### config.mk
export PLATFORM = sky130hd
export DESIGN_NAME = fsm_monitor
export DESIGN_NICKNAME = d
export VERILOG_FILES = /design/src/verilog/fsm_pkg.sv /design/src/verilog/fsm_monitor.sv
export VERILOG_INCLUDE_DIRS = /design/src /design/src/verilog
export SDC_FILE = /design/constraint.sdc
export NUM_CORES = 2
export LEC_CHECK = 0
export BUFFER_PORTS_ARGS = -buffer_cell sky130_fd_sc_hd__buf_2
export CAP_MARGIN = 20
export CORE_AREA = 2 2 562 397
export DETAILED_ROUTE_END_ITERATION = 10
export DIE_AREA = 0 0 564 399
export GPL_TIMING_DRIVEN = 1
export PLACE_DENSITY = 0.66
export SLEW_MARGIN = 20
export SYNTH_ARGS = -nofsm -noshare
export SYNTH_HDL_FRONTEND = slang
export SYNTH_SLANG_ARGS = --single-unit
### constraint.sdc
create_clock -name clk -period 7.73 [get_ports clk]
set_clock_uncertainty 0.15 [all_clocks]
set_input_delay 0.773 -clock clk [delete_from_list [all_inputs] [get_ports clk]]
set_output_delay 0.773 -clock clk [all_outputs]
set_load 0.02 [all_outputs]
### src/verilog/fsm_consts.svh
// Constants of the meter fault status monitor: register indices, status bits, ranges and timing.
// Assumes inclusion by the monitor and its package users only.
`ifndef FSM_CONSTS_SVH
`define FSM_CONSTS_SVH

// ----------------------------------------------------------------
// Timing
// ----------------------------------------------------------------
`define FSM_CLK_HZ 64'd50000000
`define FSM_OVER_TIME_S 64'd3600
`define FSM_OVER_CYC (`FSM_OVER_TIME_S * `FSM_CLK_HZ)
`define FSM_BLINK_TIME_MS 64'd500
`define FSM_BLINK_CYC (`FSM_BLINK_TIME_MS * `FSM_CLK_HZ / 64'd1000)

// ----------------------------------------------------------------
// Status word bit positions
// ----------------------------------------------------------------
`define FSM_B_SUPPLY 0
`define FSM_B_LOWBAT 1
`define FSM_B_IN_HI 3
`define FSM_B_OUT_HI 4
`define FSM_B_IN_LO 5
`define FSM_B_OUT_LO 6
`define FSM_B_DT 7
`define FSM_B_AIR 8
`define FSM_B_REV 9
`define FSM_B_OVER 11

// ----------------------------------------------------------------
// Ranges, reset values and codes
// ----------------------------------------------------------------
`define FSM_TEMP_MIN 16'sh0000
`define FSM_TEMP_MAX 16'sh4844
`define FSM_CUTOFF_MAX 8'hfa
`define FSM_CUTOFF_RST 8'h00
`define FSM_SEL_RST 4'h0
`define FSM_SEL_STATUS 4'h1
`define FSM_LOG_DEPTH 50

// ----------------------------------------------------------------
// Register word indices (byte address is four times the index)
// ----------------------------------------------------------------
`define FSM_A_STATUS 3'h0
`define FSM_A_DISP_SEL 3'h1
`define FSM_A_CUTOFF 3'h2
`define FSM_A_EVCOUNT 3'h3
`define FSM_A_LOG_CURSOR 3'h4
`define FSM_A_LOG_DATA 3'h5
`define FSM_A_MODE 3'h6

`endif

### src/verilog/fsm_pkg.sv
// Types of the meter fault status monitor.
// Assumes the constants header is compiled alongside.
package fsm_pkg;

  typedef logic [11:0] fsm_word_t;

  typedef enum logic [1:0] {
    FSM_TRANSPORT = 2'b01,
    FSM_ACTIVE = 2'b10
  } fsm_mode_e;

endpackage : fsm_pkg

### src/verilog/fsm_monitor.sv
// Fault status word, fault indicator, event counter, change log and readout substitution.
// Assumes fault pins are asynchronous, measurement buses and date come from logic on clk.
//
// Function
// - Bit 3 and bit 4 flag inlet and outlet sensor above range or open.
// - Bit 5 and bit 6 flag inlet and outlet sensor below range or shorted.
// - Bit 7 flags an invalid inlet-minus-outlet temperature difference.
// - Bit 8 flags air in flow sensor, bit 9 reverse flow.
// - Bit 11 flags flow above maximum for over one hour; bit 10 unused.
// - Bit 0 supply loss only goes to the log; bit 1 flags low battery.
// - Several faults give the sum of their weights.
// - Indicator flashes whenever the word is nonzero and is not the selected reading.
// - Faults and indicator clear by themselves when the cause goes.
// - Indicator stops flashing while the status word is the selected reading.
// - Event counter steps by one on each change of the word outside transport state.
// - In transport state faults show but are neither counted nor logged.
// - Log keeps the latest 50 changes with dates, read as date then word.
// - First registered flow leaves transport state and enables counting and logging.
// - Out-of-range temperatures show dashes and clamp to the limits in serial readout.
// - Faulty temperature sensor dashes its reading, the difference and the power.
// - Faulty flow sensor gives zero serial flow and dashed flow.
// - Any sensor fault gives zero serial power.
// - Energy depending on a faulty sensor is not accumulated.
// - Optional difference cut-off, 0.01 to 2.50 K, stops energy and volume below it.
// - Negative difference shows negative and accumulates cooling instead of heat.
// - Wrong difference alone is no sensor fault; flow above nominal is no fault.
//
// The implementer's own choices: register access over Avalon-MM and the register offsets.
`timescale 1ns/1ns
`include "fsm_consts.svh"

module fsm_monitor
  import fsm_pkg::*;
#(
  parameter logic [37:0] OVER_CYCLES = 38'(`FSM_OVER_CYC),
  parameter logic [24:0] BLINK_CYCLES = 25'(`FSM_BLINK_CYC)
) (
  // Clock and reset
  input wire logic clk,
  input wire logic nrst,
  // Avalon-MM slave
  input wire logic [2:0] avs_address,
  input wire logic avs_read,
  input wire logic avs_write,
  input wire logic [31:0] avs_writedata,
  output logic [31:0] avs_readdata,
  output logic avs_waitrequest,
  // Fault pins from the sensors and supply
  input wire logic low_battery,
  input wire logic supply_lost,
  input wire logic dt_invalid,
  input wire logic flow_air,
  input wire logic flow_reverse,
  input wire logic flow_over_max,
  input wire logic flow_detected,
  // Measurements and date
  input wire logic signed [15:0] inlet_temperature,
  input wire logic signed [15:0] outlet_temperature,
  input wire logic [23:0] flow_sensor_channel,
  input wire logic [23:0] power_in,
  input wire logic [31:0] date_now,
  // Serial readout values
  output logic signed [15:0] inlet_serial,
  output logic signed [15:0] outlet_serial,
  output logic [23:0] flow_serial,
  output logic [23:0] power_serial,
  output logic signed [16:0] temp_diff,
  // Display dashes and indicator
  output logic inlet_dash,
  output logic outlet_dash,
  output logic diff_dash,
  output logic flow_dash,
  output logic power_dash,
  output logic fault_indicator,
  // Accumulation enables
  output logic heat_accum_en,
  output logic cool_accum_en,
  output logic volume_accum_en
);

  // ----------------------------------------------------------------
  // Pin synchronisers
  // ----------------------------------------------------------------
  logic [6:0] sync1_q, sync2_q;
  always_ff @(posedge clk or negedge nrst) begin
    if (!nrst) begin
      sync1_q <= 7'h00;
      sync2_q <= 7'h00;
    end else begin
      sync1_q <= {flow_detected, flow_over_max, flow_reverse, flow_air, dt_invalid, supply_lost, low_battery};
      sync2_q <= sync1_q;
    end
  end
  logic s_lowbat, s_supply, s_dt, s_air, s_rev, s_over, s_flow;
  assign {s_flow, s_over, s_rev, s_air, s_dt, s_supply, s_lowbat} = sync2_q;

  // ----------------------------------------------------------------
  // Status word
  // ----------------------------------------------------------------
  logic in_hi, in_lo, out_hi, out_lo, temp_fault, flow_fault;
  logic [37:0] over_cnt_q, over_cnt_d;
  fsm_word_t word_q, word_d;

  assign in_hi = inlet_temperature > `FSM_TEMP_MAX;
  assign in_lo = inlet_temperature < `FSM_TEMP_MIN;
  assign out_hi = outlet_temperature > `FSM_TEMP_MAX;
  assign out_lo = outlet_temperature < `FSM_TEMP_MIN;
  // A wrong difference by itself does not count as a sensor fault.
  assign temp_fault = in_hi | in_lo | out_hi | out_lo;
  assign flow_fault = s_air | s_rev;

  always_comb begin
    over_cnt_d = over_cnt_q;
    if (!s_over) begin
      over_cnt_d = 38'h0;
    end else if (over_cnt_q < OVER_CYCLES) begin
      over_cnt_d = over_cnt_q + 38'h1;
    end
    // Each bit follows its cause directly, so all clear with no acknowledge.
    word_d = 12'h000;
    word_d[`FSM_B_LOWBAT] = s_lowbat;
    word_d[`FSM_B_IN_HI] = in_hi;
    word_d[`FSM_B_OUT_HI] = out_hi;
    word_d[`FSM_B_IN_LO] = in_lo;
    word_d[`FSM_B_OUT_LO] = out_lo;
    word_d[`FSM_B_DT] = s_dt;
    word_d[`FSM_B_AIR] = s_air;
    word_d[`FSM_B_REV] = s_rev;
    word_d[`FSM_B_OVER] = over_cnt_q == OVER_CYCLES;
  end

  always_ff @(posedge clk or negedge nrst) begin
    if (!nrst) begin
      over_cnt_q <= 38'h0;
      word_q <= 12'h000;
    end else begin
      over_cnt_q <= over_cnt_d;
      word_q <= word_d;
    end
  end

  // ----------------------------------------------------------------
  // Transport state, event counter and change log
  // ----------------------------------------------------------------
  fsm_mode_e mode_q, mode_d;
  logic [31:0] evcnt_q, evcnt_d;
  logic supply_prev_q;
  logic [5:0] wp_q, wp_d, fill_q, fill_d, age_q, age_d;
  logic half_q, half_d, log_we;
  logic [31:0] log_date [`FSM_LOG_DEPTH];
  fsm_word_t log_word [`FSM_LOG_DEPTH];
  fsm_word_t log_entry;
  logic [6:0] rd_sum;
  logic [5:0] rd_idx;
  logic ack, rd_ack, wr_ack;
  logic [3:0] sel_q, sel_d;
  logic [7:0] cutoff_q, cutoff_d;

  assign ack = (avs_read | avs_write) & ~avs_waitrequest;
  assign rd_ack = ack & avs_read;
  assign wr_ack = ack & avs_write;
  assign rd_sum = 7'd`FSM_LOG_DEPTH + {1'b0, wp_q} - 7'd1 - {1'b0, age_q};
  assign rd_idx = rd_sum >= 7'd`FSM_LOG_DEPTH ? 6'(rd_sum - 7'd`FSM_LOG_DEPTH) : rd_sum[5:0];

  always_comb begin
    mode_d = mode_q;
    evcnt_d = evcnt_q;
    wp_d = wp_q;
    fill_d = fill_q;
    age_d = age_q;
    half_d = half_q;
    log_we = 1'b0;
    // Supply loss never enters the live word but is recorded with the entry.
    log_entry = word_d;
    log_entry[`FSM_B_SUPPLY] = s_supply & ~supply_prev_q;
    if (mode_q == FSM_TRANSPORT && s_flow) begin
      mode_d = FSM_ACTIVE;
    end
    if (mode_q == FSM_ACTIVE) begin
      if (word_d != word_q) begin
        evcnt_d = evcnt_q + 32'h1;
      end
      log_we = (word_d != word_q) | log_entry[`FSM_B_SUPPLY];
    end
    if (log_we) begin
      wp_d = wp_q == 6'(`FSM_LOG_DEPTH - 1) ? 6'h0 : wp_q + 6'h1;
      fill_d = fill_q == 6'(`FSM_LOG_DEPTH) ? fill_q : fill_q + 6'h1;
    end
    if (wr_ack && avs_address == `FSM_A_LOG_CURSOR) begin
      age_d = 6'h0;
      half_d = 1'b0;
    end else if (rd_ack && avs_address == `FSM_A_LOG_DATA) begin
      // Date first, then its word, then on to the next older entry.
      half_d = ~half_q;
      if (half_q) begin
        age_d = (age_q + 6'h1 >= fill_q) ? 6'h0 : age_q + 6'h1;
      end
    end
  end

  always_ff @(posedge clk or negedge nrst) begin
    if (!nrst) begin
      mode_q <= FSM_TRANSPORT;
      evcnt_q <= 32'h0;
      supply_prev_q <= 1'b0;
      wp_q <= 6'h0;
      fill_q <= 6'h0;
      age_q <= 6'h0;
      half_q <= 1'b0;
    end else begin
      mode_q <= mode_d;
      evcnt_q <= evcnt_d;
      supply_prev_q <= s_supply;
      wp_q <= wp_d;
      fill_q <= fill_d;
      age_q <= age_d;
      half_q <= half_d;
    end
  end

  // The log array carries no reset; only entries below the fill level are ever read.
  always_ff @(posedge clk) begin
    if (log_we) begin
      log_date[wp_q] <= date_now;
      log_word[wp_q] <= log_entry;
    end
  end

  // ----------------------------------------------------------------
  // Register bus
  // ----------------------------------------------------------------
  logic ws_q, ws_d;
  logic [31:0] rdata_q, rdata_d;

  always_comb begin
    ws_d = 1'b1;
    rdata_d = rdata_q;
    sel_d = sel_q;
    cutoff_d = cutoff_q;
    if ((avs_read | avs_write) && ws_q) begin
      ws_d = 1'b0;
      rdata_d = 32'h0;
      if (avs_read) begin
        case (avs_address)
          `FSM_A_STATUS: rdata_d = {20'h0, word_q};
          `FSM_A_DISP_SEL: rdata_d = {28'h0, sel_q};
          `FSM_A_CUTOFF: rdata_d = {24'h0, cutoff_q};
          `FSM_A_EVCOUNT: rdata_d = evcnt_q;
          `FSM_A_LOG_CURSOR: rdata_d = {26'h0, fill_q};
          `FSM_A_LOG_DATA: rdata_d = fill_q == 6'h0 ? 32'h0 : half_q ? {20'h0, log_word[rd_idx]} : log_date[rd_idx];
          `FSM_A_MODE: rdata_d = {31'h0, mode_q == FSM_TRANSPORT};
          default: rdata_d = 32'h0;
        endcase
      end
    end
    if (wr_ack && avs_address == `FSM_A_DISP_SEL) begin
      sel_d = avs_writedata[3:0];
    end
    // Cut-off values beyond 2.50 K are refused and leave the old setting.
    if (wr_ack && avs_address == `FSM_A_CUTOFF && avs_writedata[31:0] <= 32'(`FSM_CUTOFF_MAX)) begin
      cutoff_d = avs_writedata[7:0];
    end
  end

  always_ff @(posedge clk or negedge nrst) begin
    if (!nrst) begin
      ws_q <= 1'b1;
      rdata_q <= 32'h0;
      sel_q <= `FSM_SEL_RST;
      cutoff_q <= `FSM_CUTOFF_RST;
    end else begin
      ws_q <= ws_d;
      rdata_q <= rdata_d;
      sel_q <= sel_d;
      cutoff_q <= cutoff_d;
    end
  end
  assign avs_waitrequest = ws_q;
  assign avs_readdata = rdata_q;

  // ----------------------------------------------------------------
  // Indicator, readout substitution and accumulation
  // ----------------------------------------------------------------
  logic [24:0] blink_cnt_q, blink_cnt_d;
  logic blink_q, blink_d, ind_q, ind_d;
  logic signed [15:0] in_ser_q, in_ser_d, out_ser_q, out_ser_d;
  logic [23:0] flow_ser_q, flow_ser_d, pow_ser_q, pow_ser_d;
  logic signed [16:0] diff_q, diff_d, diff_mag;
  logic [4:0] dash_q, dash_d;
  logic [2:0] acc_q, acc_d;
  logic below_cut;

  assign diff_mag = diff_d < 0 ? -diff_d : diff_d;
  assign below_cut = cutoff_q != 8'h00 && diff_mag < $signed({9'h0, cutoff_q});

  always_comb begin
    blink_cnt_d = blink_cnt_q + 25'h1;
    blink_d = blink_q;
    if (blink_cnt_q >= BLINK_CYCLES - 25'h1) begin
      blink_cnt_d = 25'h0;
      blink_d = ~blink_q;
    end
    // Held steady while the word itself is on view, so the reading is not hidden.
    if (word_q == 12'h000) begin
      ind_d = 1'b0;
    end else if (sel_q == `FSM_SEL_STATUS) begin
      ind_d = 1'b1;
    end else begin
      ind_d = blink_q;
    end
    in_ser_d = in_hi ? `FSM_TEMP_MAX : in_lo ? `FSM_TEMP_MIN : inlet_temperature;
    out_ser_d = out_hi ? `FSM_TEMP_MAX : out_lo ? `FSM_TEMP_MIN : outlet_temperature;
    flow_ser_d = flow_fault ? 24'h0 : flow_sensor_channel;
    pow_ser_d = (flow_fault | temp_fault) ? 24'h0 : power_in;
    diff_d = $signed({inlet_temperature[15], inlet_temperature}) - $signed({outlet_temperature[15], outlet_temperature});
    dash_d = {flow_fault | temp_fault, flow_fault, temp_fault, out_hi | out_lo, in_hi | in_lo};
    acc_d[0] = ~temp_fault & ~flow_fault & ~below_cut & diff_d > 0;
    acc_d[1] = ~temp_fault & ~flow_fault & ~below_cut & diff_d < 0;
    acc_d[2] = ~flow_fault & ~below_cut;
  end

  always_ff @(posedge clk or negedge nrst) begin
    if (!nrst) begin
      blink_cnt_q <= 25'h0;
      blink_q <= 1'b0;
      ind_q <= 1'b0;
      in_ser_q <= 16'sh0000;
      out_ser_q <= 16'sh0000;
      flow_ser_q <= 24'h0;
      pow_ser_q <= 24'h0;
      diff_q <= 17'sh00000;
      dash_q <= 5'h00;
      acc_q <= 3'h0;
    end else begin
      blink_cnt_q <= blink_cnt_d;
      blink_q <= blink_d;
      ind_q <= ind_d;
      in_ser_q <= in_ser_d;
      out_ser_q <= out_ser_d;
      flow_ser_q <= flow_ser_d;
      pow_ser_q <= pow_ser_d;
      diff_q <= diff_d;
      dash_q <= dash_d;
      acc_q <= acc_d;
    end
  end

  assign fault_indicator = ind_q;
  assign inlet_serial = in_ser_q;
  assign outlet_serial = out_ser_q;
  assign flow_serial = flow_ser_q;
  assign power_serial = pow_ser_q;
  assign temp_diff = diff_q;
  assign {power_dash, flow_dash, diff_dash, outlet_dash, inlet_dash} = dash_q;
  assign {volume_accum_en, cool_accum_en, heat_accum_en} = acc_q;

  // ----------------------------------------------------------------
  // Assertions
  // ----------------------------------------------------------------
  a_word_unused_zero: assert property (@(posedge clk) disable iff (!nrst)
    word_q[`FSM_B_SUPPLY] == 1'b0 && word_q[2] == 1'b0 && word_q[10] == 1'b0)
    else $error("Unused or supply bit set in live word.");
  a_word_inlet_low: assert property (@(posedge clk) disable iff (!nrst)
    inlet_temperature < `FSM_TEMP_MIN |=> word_q[`FSM_B_IN_LO] && !word_q[`FSM_B_IN_HI])
    else $error("Inlet below range not flagged.");
  a_ind_steady: assert property (@(posedge clk) disable iff (!nrst)
    (word_q != 12'h000 && sel_q == `FSM_SEL_STATUS) [*2] |=> fault_indicator)
    else $error("Indicator not steady while word selected.");
  a_ind_clear: assert property (@(posedge clk) disable iff (!nrst)
    word_q == 12'h000 |=> !fault_indicator)
    else $error("Indicator on with clear word.");
  a_count_step: assert property (@(posedge clk) disable iff (!nrst)
    (mode_q == FSM_ACTIVE && word_d != word_q) |=> evcnt_q == $past(evcnt_q) + 32'h1)
    else $error("Event counter did not step.");
  a_transport_hold: assert property (@(posedge clk) disable iff (!nrst)
    mode_q == FSM_TRANSPORT |=> evcnt_q == $past(evcnt_q) && wp_q == $past(wp_q))
    else $error("Counted or logged in transport state.");
  a_transport_exit: assert property (@(posedge clk) disable iff (!nrst)
    (mode_q == FSM_TRANSPORT && s_flow) |=> mode_q == FSM_ACTIVE)
    else $error("Flow did not end transport state.");
  a_clamp_high: assert property (@(posedge clk) disable iff (!nrst)
    inlet_temperature > `FSM_TEMP_MAX |=> inlet_serial == `FSM_TEMP_MAX && inlet_dash)
    else $error("High inlet not clamped.");
  a_power_zero: assert property (@(posedge clk) disable iff (!nrst)
    (flow_fault || temp_fault) |=> power_serial == 24'h0 && power_dash)
    else $error("Power not zero during fault.");
  a_accum_block: assert property (@(posedge clk) disable iff (!nrst)
    (temp_fault || flow_fault) |=> !heat_accum_en && !cool_accum_en)
    else $error("Energy accumulates during fault.");
  a_bus_answer: assert property (@(posedge clk) disable iff (!nrst)
    ((avs_read || avs_write) && avs_waitrequest) |=> !avs_waitrequest ##1 avs_waitrequest)
    else $error("Bus answer not in one cycle.");

endmodule : fsm_monitor

# == Word-level counts from Yosys, hierarchy flattened ==
# Memory sizes are Yosys's and may differ from the RTL's.
# Index checks and enable logic that the tools add are counted.
# word_totals
regBits,292
mem_bits_rw,2100
in_bits,158
out_inout_bits,139
elab_cells,135
memories,2
# classes
n_addsub,12
n_lt_le_gt_ge,12
n_eq_ne,14
mux,28
n_bitwise,25
reduce_logical,17
# memory_table
name,words,word_bits,read_ports,rd_ports_with_merged_regs,write_ports,line,source
log_date,50,32,1,0,1,fsm_monitor.sv:150,logic [31:0] log_date [`FSM_LOG_DEPTH];
log_word,50,10,1,0,1,fsm_monitor.sv:151,fsm_word_t log_word [`FSM_LOG_DEPTH];
# op_table
operator,n
case mux 32 bit (7 select lines),1
2-to-1 mux 32 bit,3
2-to-1 mux 38 bit,2
2-to-1 mux 16 bit,4
2-to-1 mux 24 bit,2
"adder 38 x 1 -> 38 bit, second input constant",1
"== test 38 bit, second input constant",1
"less-than comparator 38 bit, second input constant",1
2-to-1 mux 6 bit,6
"adder 32 x 1 -> 32 bit, second input constant",1
"> comparator 16 bit, second input constant",2
"less-or-equal comparator 32 x 8 -> 1 bit, second input constant",1
"less-than comparator 16 x 1 -> 1 bit, second input constant",2
"adder 25 x 1 -> 25 bit, second input constant",1
">= comparator 25 bit, second input constant",1
2-to-1 mux 25 bit,1
"adder 6 x 1 -> 6 bit, second input constant",3
"> comparator 17 x 1 -> 1 bit, second input constant",1
"less-than comparator 17 x 1 -> 1 bit, second input constant",1
less-than comparator 17 x 9 -> 1 bit,1
2-to-1 mux 17 bit,1
negator 17 bit,1
subtractor 16 x 16 -> 17 bit,1
"== test 6 bit, second input constant",2
25 further kinds,67

# == Depth between registers and ports, before layout ==
# An unclocked memory read counts as a cell.
# depth
word_depth,10
ltp_mapped,26
mapped_depth_nobuf,25

# == Least setup slack after synthesis ==
# Ideal clock, no wire load.
# synth_path
path_kind,in2reg
start,in outlet_temperature[1]
end,"mem log_date[10][0], enable pin"
setup_time_ns,0.442
arrival_time_ns,5.199
required_ns,7.138
setup_slack_ns,1.939
path_stages,12
n_path_buf,1
cell_sequence,o21ai_0 > a41o_1 > a21oi_1 > o31ai_1 > inv_1 > xnor2_1 > a311oi_4 > a31oi_1 > clkbuf_1 > nor2_1 > nand2_1 > nor2_1
# synth_via
elab_chain_cells,6
elab_cells_between_ends,7
classes_between,2 x order compare; 1 x eq/ne; 3 x mux; 1 x bitwise
# synth_rtl
element,line,source
start: declaration,fsm_monitor.sv:58,"input wire logic signed [15:0] outlet_temperature,"
> comparator 16 bit (no source line),-,
net log_entry[4],fsm_monitor.sv:152,fsm_word_t log_entry;
!= test 9 bit,fsm_monitor.sv:183,log_we = (word_d != word_q) | log_entry[`FSM_B_SUPPLY];
OR 1 bit,fsm_monitor.sv:183,
2-to-1 mux 1 bit,fsm_monitor.sv:179,if (mode_q == FSM_ACTIVE) begin
2-to-1 mux 1 bit,fsm_monitor.sv:223,if (log_we) begin
2-to-1 mux 1 bit (not written as such),fsm_monitor.sv:224,log_date[wp_q] <= date_now;
end: declaration,fsm_monitor.sv:150,
# The timed path passes the listed nets, and every way through them passes these cells.

# == Final worst setup path ==
# layout_path
start,reg wp_q[1]
end,"reg rdata_q[3], in the netlist avs_readdata[3]"
# layout_via
elab_chain_cells,10
elab_cells_between_ends,12
classes_between,4 x add/sub; 1 x order compare; 5 x mux; 2 x memory
# layout_rtl
element,line,source
start: declaration,fsm_monitor.sv:148,"logic [5:0] wp_q, wp_d, fill_q, fill_d, age_q, age_d;"
start signal: assignment,fsm_monitor.sv:214,wp_q <= wp_d;
adder 6 x 6 -> 7 bit (*),fsm_monitor.sv:162,"assign rd_sum = 7'd`FSM_LOG_DEPTH + {1'b0, wp_q} - 7'd1 - {1'b0, age_q};"
subtractor 7 x 1 -> 7 bit (*),fsm_monitor.sv:162,
subtractor 7 x 6 -> 7 bit (*),fsm_monitor.sv:162,
subtractor 6 bit (no source line) / >= comparator 7 x 6 -> 1 bit (equally long branches),-,
2-to-1 mux 6 bit (*),fsm_monitor.sv:163,assign rd_idx = rd_sum >= 7'd`FSM_LOG_DEPTH ? 6'(rd_sum - 7'd`FSM_LOG_DEPTH) : rd_sum[5:0];
memory read (50 x 32 bit) / memory read (50 x 10 bit) (equally long branches),-,
2-to-1 mux 32 bit (*) (2 in a row),fsm_monitor.sv:250,"`FSM_A_LOG_DATA: rdata_d = fill_q == 6'h0 ? 32'h0 : half_q ? {20'h0, log_word[rd_idx]} : log_date[rd_idx];"
case mux 32 bit (7 select lines) (*),fsm_monitor.sv:244,case (avs_address)
2-to-1 mux 32 bit (*),fsm_monitor.sv:243,if (avs_read) begin
end signal: assignment,fsm_monitor.sv:273,rdata_q <= rdata_d;
end: declaration,fsm_monitor.sv:233,"logic [31:0] rdata_q, rdata_d;"
# Every way passes the cells marked *; elsewhere a longest branch is shown, timed or not.
# A chain may end at the register's enable or synchronous reset.

==> metrics.cfg <==
[outcome]
status=complete, no violations

[synthesis]
synth_most_common_cell=edfxtp_1
yosysWarnings=0
yosys.cell_types.count=94
ys_ff_latch=2390
synth-async-reset-ratio=0.121
netlist_instances=5698
yosysSeqAreaShare=0.715
synth_edf_count=2100
ys_top_cells_by_count=2100 x edfxtp_1, 589 x nand2_1, 526 x mux4_2, 288 x dfrtp_1, 241 x nand3_1
synth.area.top_cells=edfxtp_1 64%, mux4_2 12%, dfrtp_1 7.3%, nand2_1 2.2%, mux2i_1 1.6%
avgSynthCellArea_sq_um=17.3
syn_area_sq_um=98300
synth_top_area_cell=edfxtp_1
synth_top_area_frac=0.641
ys.flop_type=edfxtp_1

[clock_network]
cts_buffers=225
insertion_delay_ns=0.90
cts-htree-levels=4
post_cts_buffers=0
root_buffer=clkbuf_16
cts.sinks=2390
cts.clk_slew.worst_paths_ns=0.06
cts_buffer_depth=4
cts_tree=done

[sta]
finalHoldWorstSlack_ns=0.0448
fmax_mhz=148
rsz0062_at_grt=false
tightest_slew_ns=1.17
setup_violations=0
timing.final.crit_period_ns=6.76
period_share=0.875
slew_violations=0
timing.final.hold_violations=0
timing.setup.tns_ns=0
relSlewSlack=0.217

[die]
core_sq_um=219000
die_w_um=564
pin_count=297
fp-row-count=144
dieHeight_um=399
dieArea_sq_um=225000
initial_core_util=0.449

[global_routing]
antenna_found_initial=12
grt_pass1_vias=56500
overflow=0
grt_first_pass_wirelength_mm=416
grt_max_degree=141
grt_usage=0.258

[worst_setup_path]
worstPathRequired_ns=8.33
crit_arrival_ns=7.37
critPathLaunchType=flop
end_kind=flop
crit_type=reg2reg
rr_worst_depth=18
critPathMaxFanout=52

[routing]
wire_per_inst_um=31.7
routed-via-count=58700
viasPerCell=6.34
drt-total-wl_mm=293
drcViolationCount=0
dr.pass1.iters=8
antenna_left=0
first_iter_violations=9366

[final_layout]
drive_gt1_frac=0.228
fin_nets=6362
multi_input_area_sq_um=26900
nFillCells=17500
regArea_sq_um=70300
synthToLayoutAreaGrowth_pct=14.3

[worst_hold_path]
hold_depth=2
hold_path_class=in2reg

[power]
seq_power_share=0.541
vdd_drop_max_mv=0.196
p_sw_frac=0.206
leakage_nw=38.0
internal-power_mw=20.7
p_sw_mw=5.39
power_density_nw_per_um2=233
comb_power_share=0.029
fin_total_pwr_mw=26.1
p_clk_frac=0.430

[placed_design]
portBuffers=294
dp_hpwl_mm=170
place_congestion=0.901

[run]
max_cap_viol_count=0

==> critical path, cell delays in order (launching register included) <==
cell       delay (ns)
dfrtp_1          0.42
inv_1            0.11
ha_1             0.30
inv_1            0.07
ha_4             0.16
fa_4             0.90
clkinv_1         0.34
ha_4             0.34
o211ai_1         0.13
and4_1           0.72
o21ai_2          0.31
nand2_8          0.53
buf_12           0.37
mux4_2           0.28
nor3_1           0.04
a2111oi_0        0.71
a21o_1           0.23
a41oi_1          0.09
o31ai_1          0.30
==> power groups by stage <==
stage,clock [mW],combinational [mW],sequential [mW]
finish,11.2,0.758,14.1
global route,11.9,0.811,14.1
CTS,11.4,0.746,14.1
detailed placement,0,0.715,14.4
global placement,0,0.700,14.4
floorplan,0,0.215,14.5
==> layer usage <==
layer / vias to the layer above / share of wire / global-route usage
li1: 23600 / - / -
met1: 30300 / 0.40 / 0.381
met2: 4137 / 0.43 / 0.373
met3: 594 / 0.13 / 0.0714
met4: 6 / 0.035 / 0.0793
met5: - / 0.00012 / 0.000847
==> final timing paths <==
path                                                 to                 start  slack [ns]
max in group asynchronous  avs_readdata[26]$_DFFE_PN0P_                  nrst        5.44
max reg2reg                 avs_readdata[3]$_DFFE_PN0P_   wp_q[1]$_DFFE_PN0P_        0.97
min reg2reg                        sync2_q[2]$_DFF_PN0_  sync1_q[2]$_DFF_PN0_        0.20
max                         avs_readdata[3]$_DFFE_PN0P_   wp_q[1]$_DFFE_PN0P_        0.97
min                           power_serial[4]$_DFF_PN0_           power_in[4]        0.04
min in group asynchronous     flow_serial[10]$_DFF_PN0_                  nrst        0.35
==> kinds of logic (layout without fill, tap and decap cells) <==
family	count (synthesis)	after routing	synth area share
xor+xnor	123	123	0.0112
mux	701	701	0.139
compound gates	594	594	0.0420
fa+ha+maj	54	54	0.00702
buf+inv	394	1028	0.0175
other cells	1	7	0.0000381
simple gates	1441	1441	0.0686
flops	2390	2390	0.715
==> placed cells by master, fill, tap and decap left out, types with 85 or more instances in the layout <==
master	count
nor2_1	154
a21oi_1	91
buf_2	293
and2_1	98
edfxtp_1	2100
o22ai_1	92
mux4_2	526
xnor2_1	88
mux2i_1	157
nand3_1	241
buf_4	140
nand2_1	589
clkbuf_16	231
dfrtp_1	288
o21ai_0	85
==> final cells by class <==
type / instances / share of cell area
Tap cell: 2920 / 0.0325
Inverter: 83 / 0.00277
Clock inverter: 99 / 0.0100
Sequential cell: 2390 / 0.626
Timing Repair Buffer: 535 / 0.0339
Clock buffer: 311 / 0.0558
Antenna cell: 5 / 0.000111
Multi-Input combinational cell: 2915 / 0.239
==> registers in the layout, indices dropped and copies added (netlist names), 7 cells and up <==
signal	flops
log_date	1600
log_word	500
over_cnt_q	38
avs_readdata	32
evcnt_q	32
blink_cnt_q	25
flow_serial	24
power_serial	24
temp_diff	17
inlet_serial	15
outlet_serial	15
word_q	9
cutoff_q	8
sync1_q	7
sync2_q	7
==> per-stage QoR <==
step | cell area (sq um) | util | cells | setup WS (ns)
floorplan | 98300 | - | 5699 | 1.94
global placement | 104000 | 0.476 | 8770 | 1.15
detailed placement | 104000 | 0.476 | 8770 | 1.12
CTS | 112000 | 0.513 | 9253 | 1.15
global route | 112000 | 0.513 | 9255 | 0.810
finish | 112000 | 0.513 | 9258 | 0.967
==> timing repair <==
action	4_1_cts	5_1_grt
hold buffers	73	0
gates resized for setup	0	0
endpoints found under the hold margin	170	0
Power figures use the tool's default switching activity.
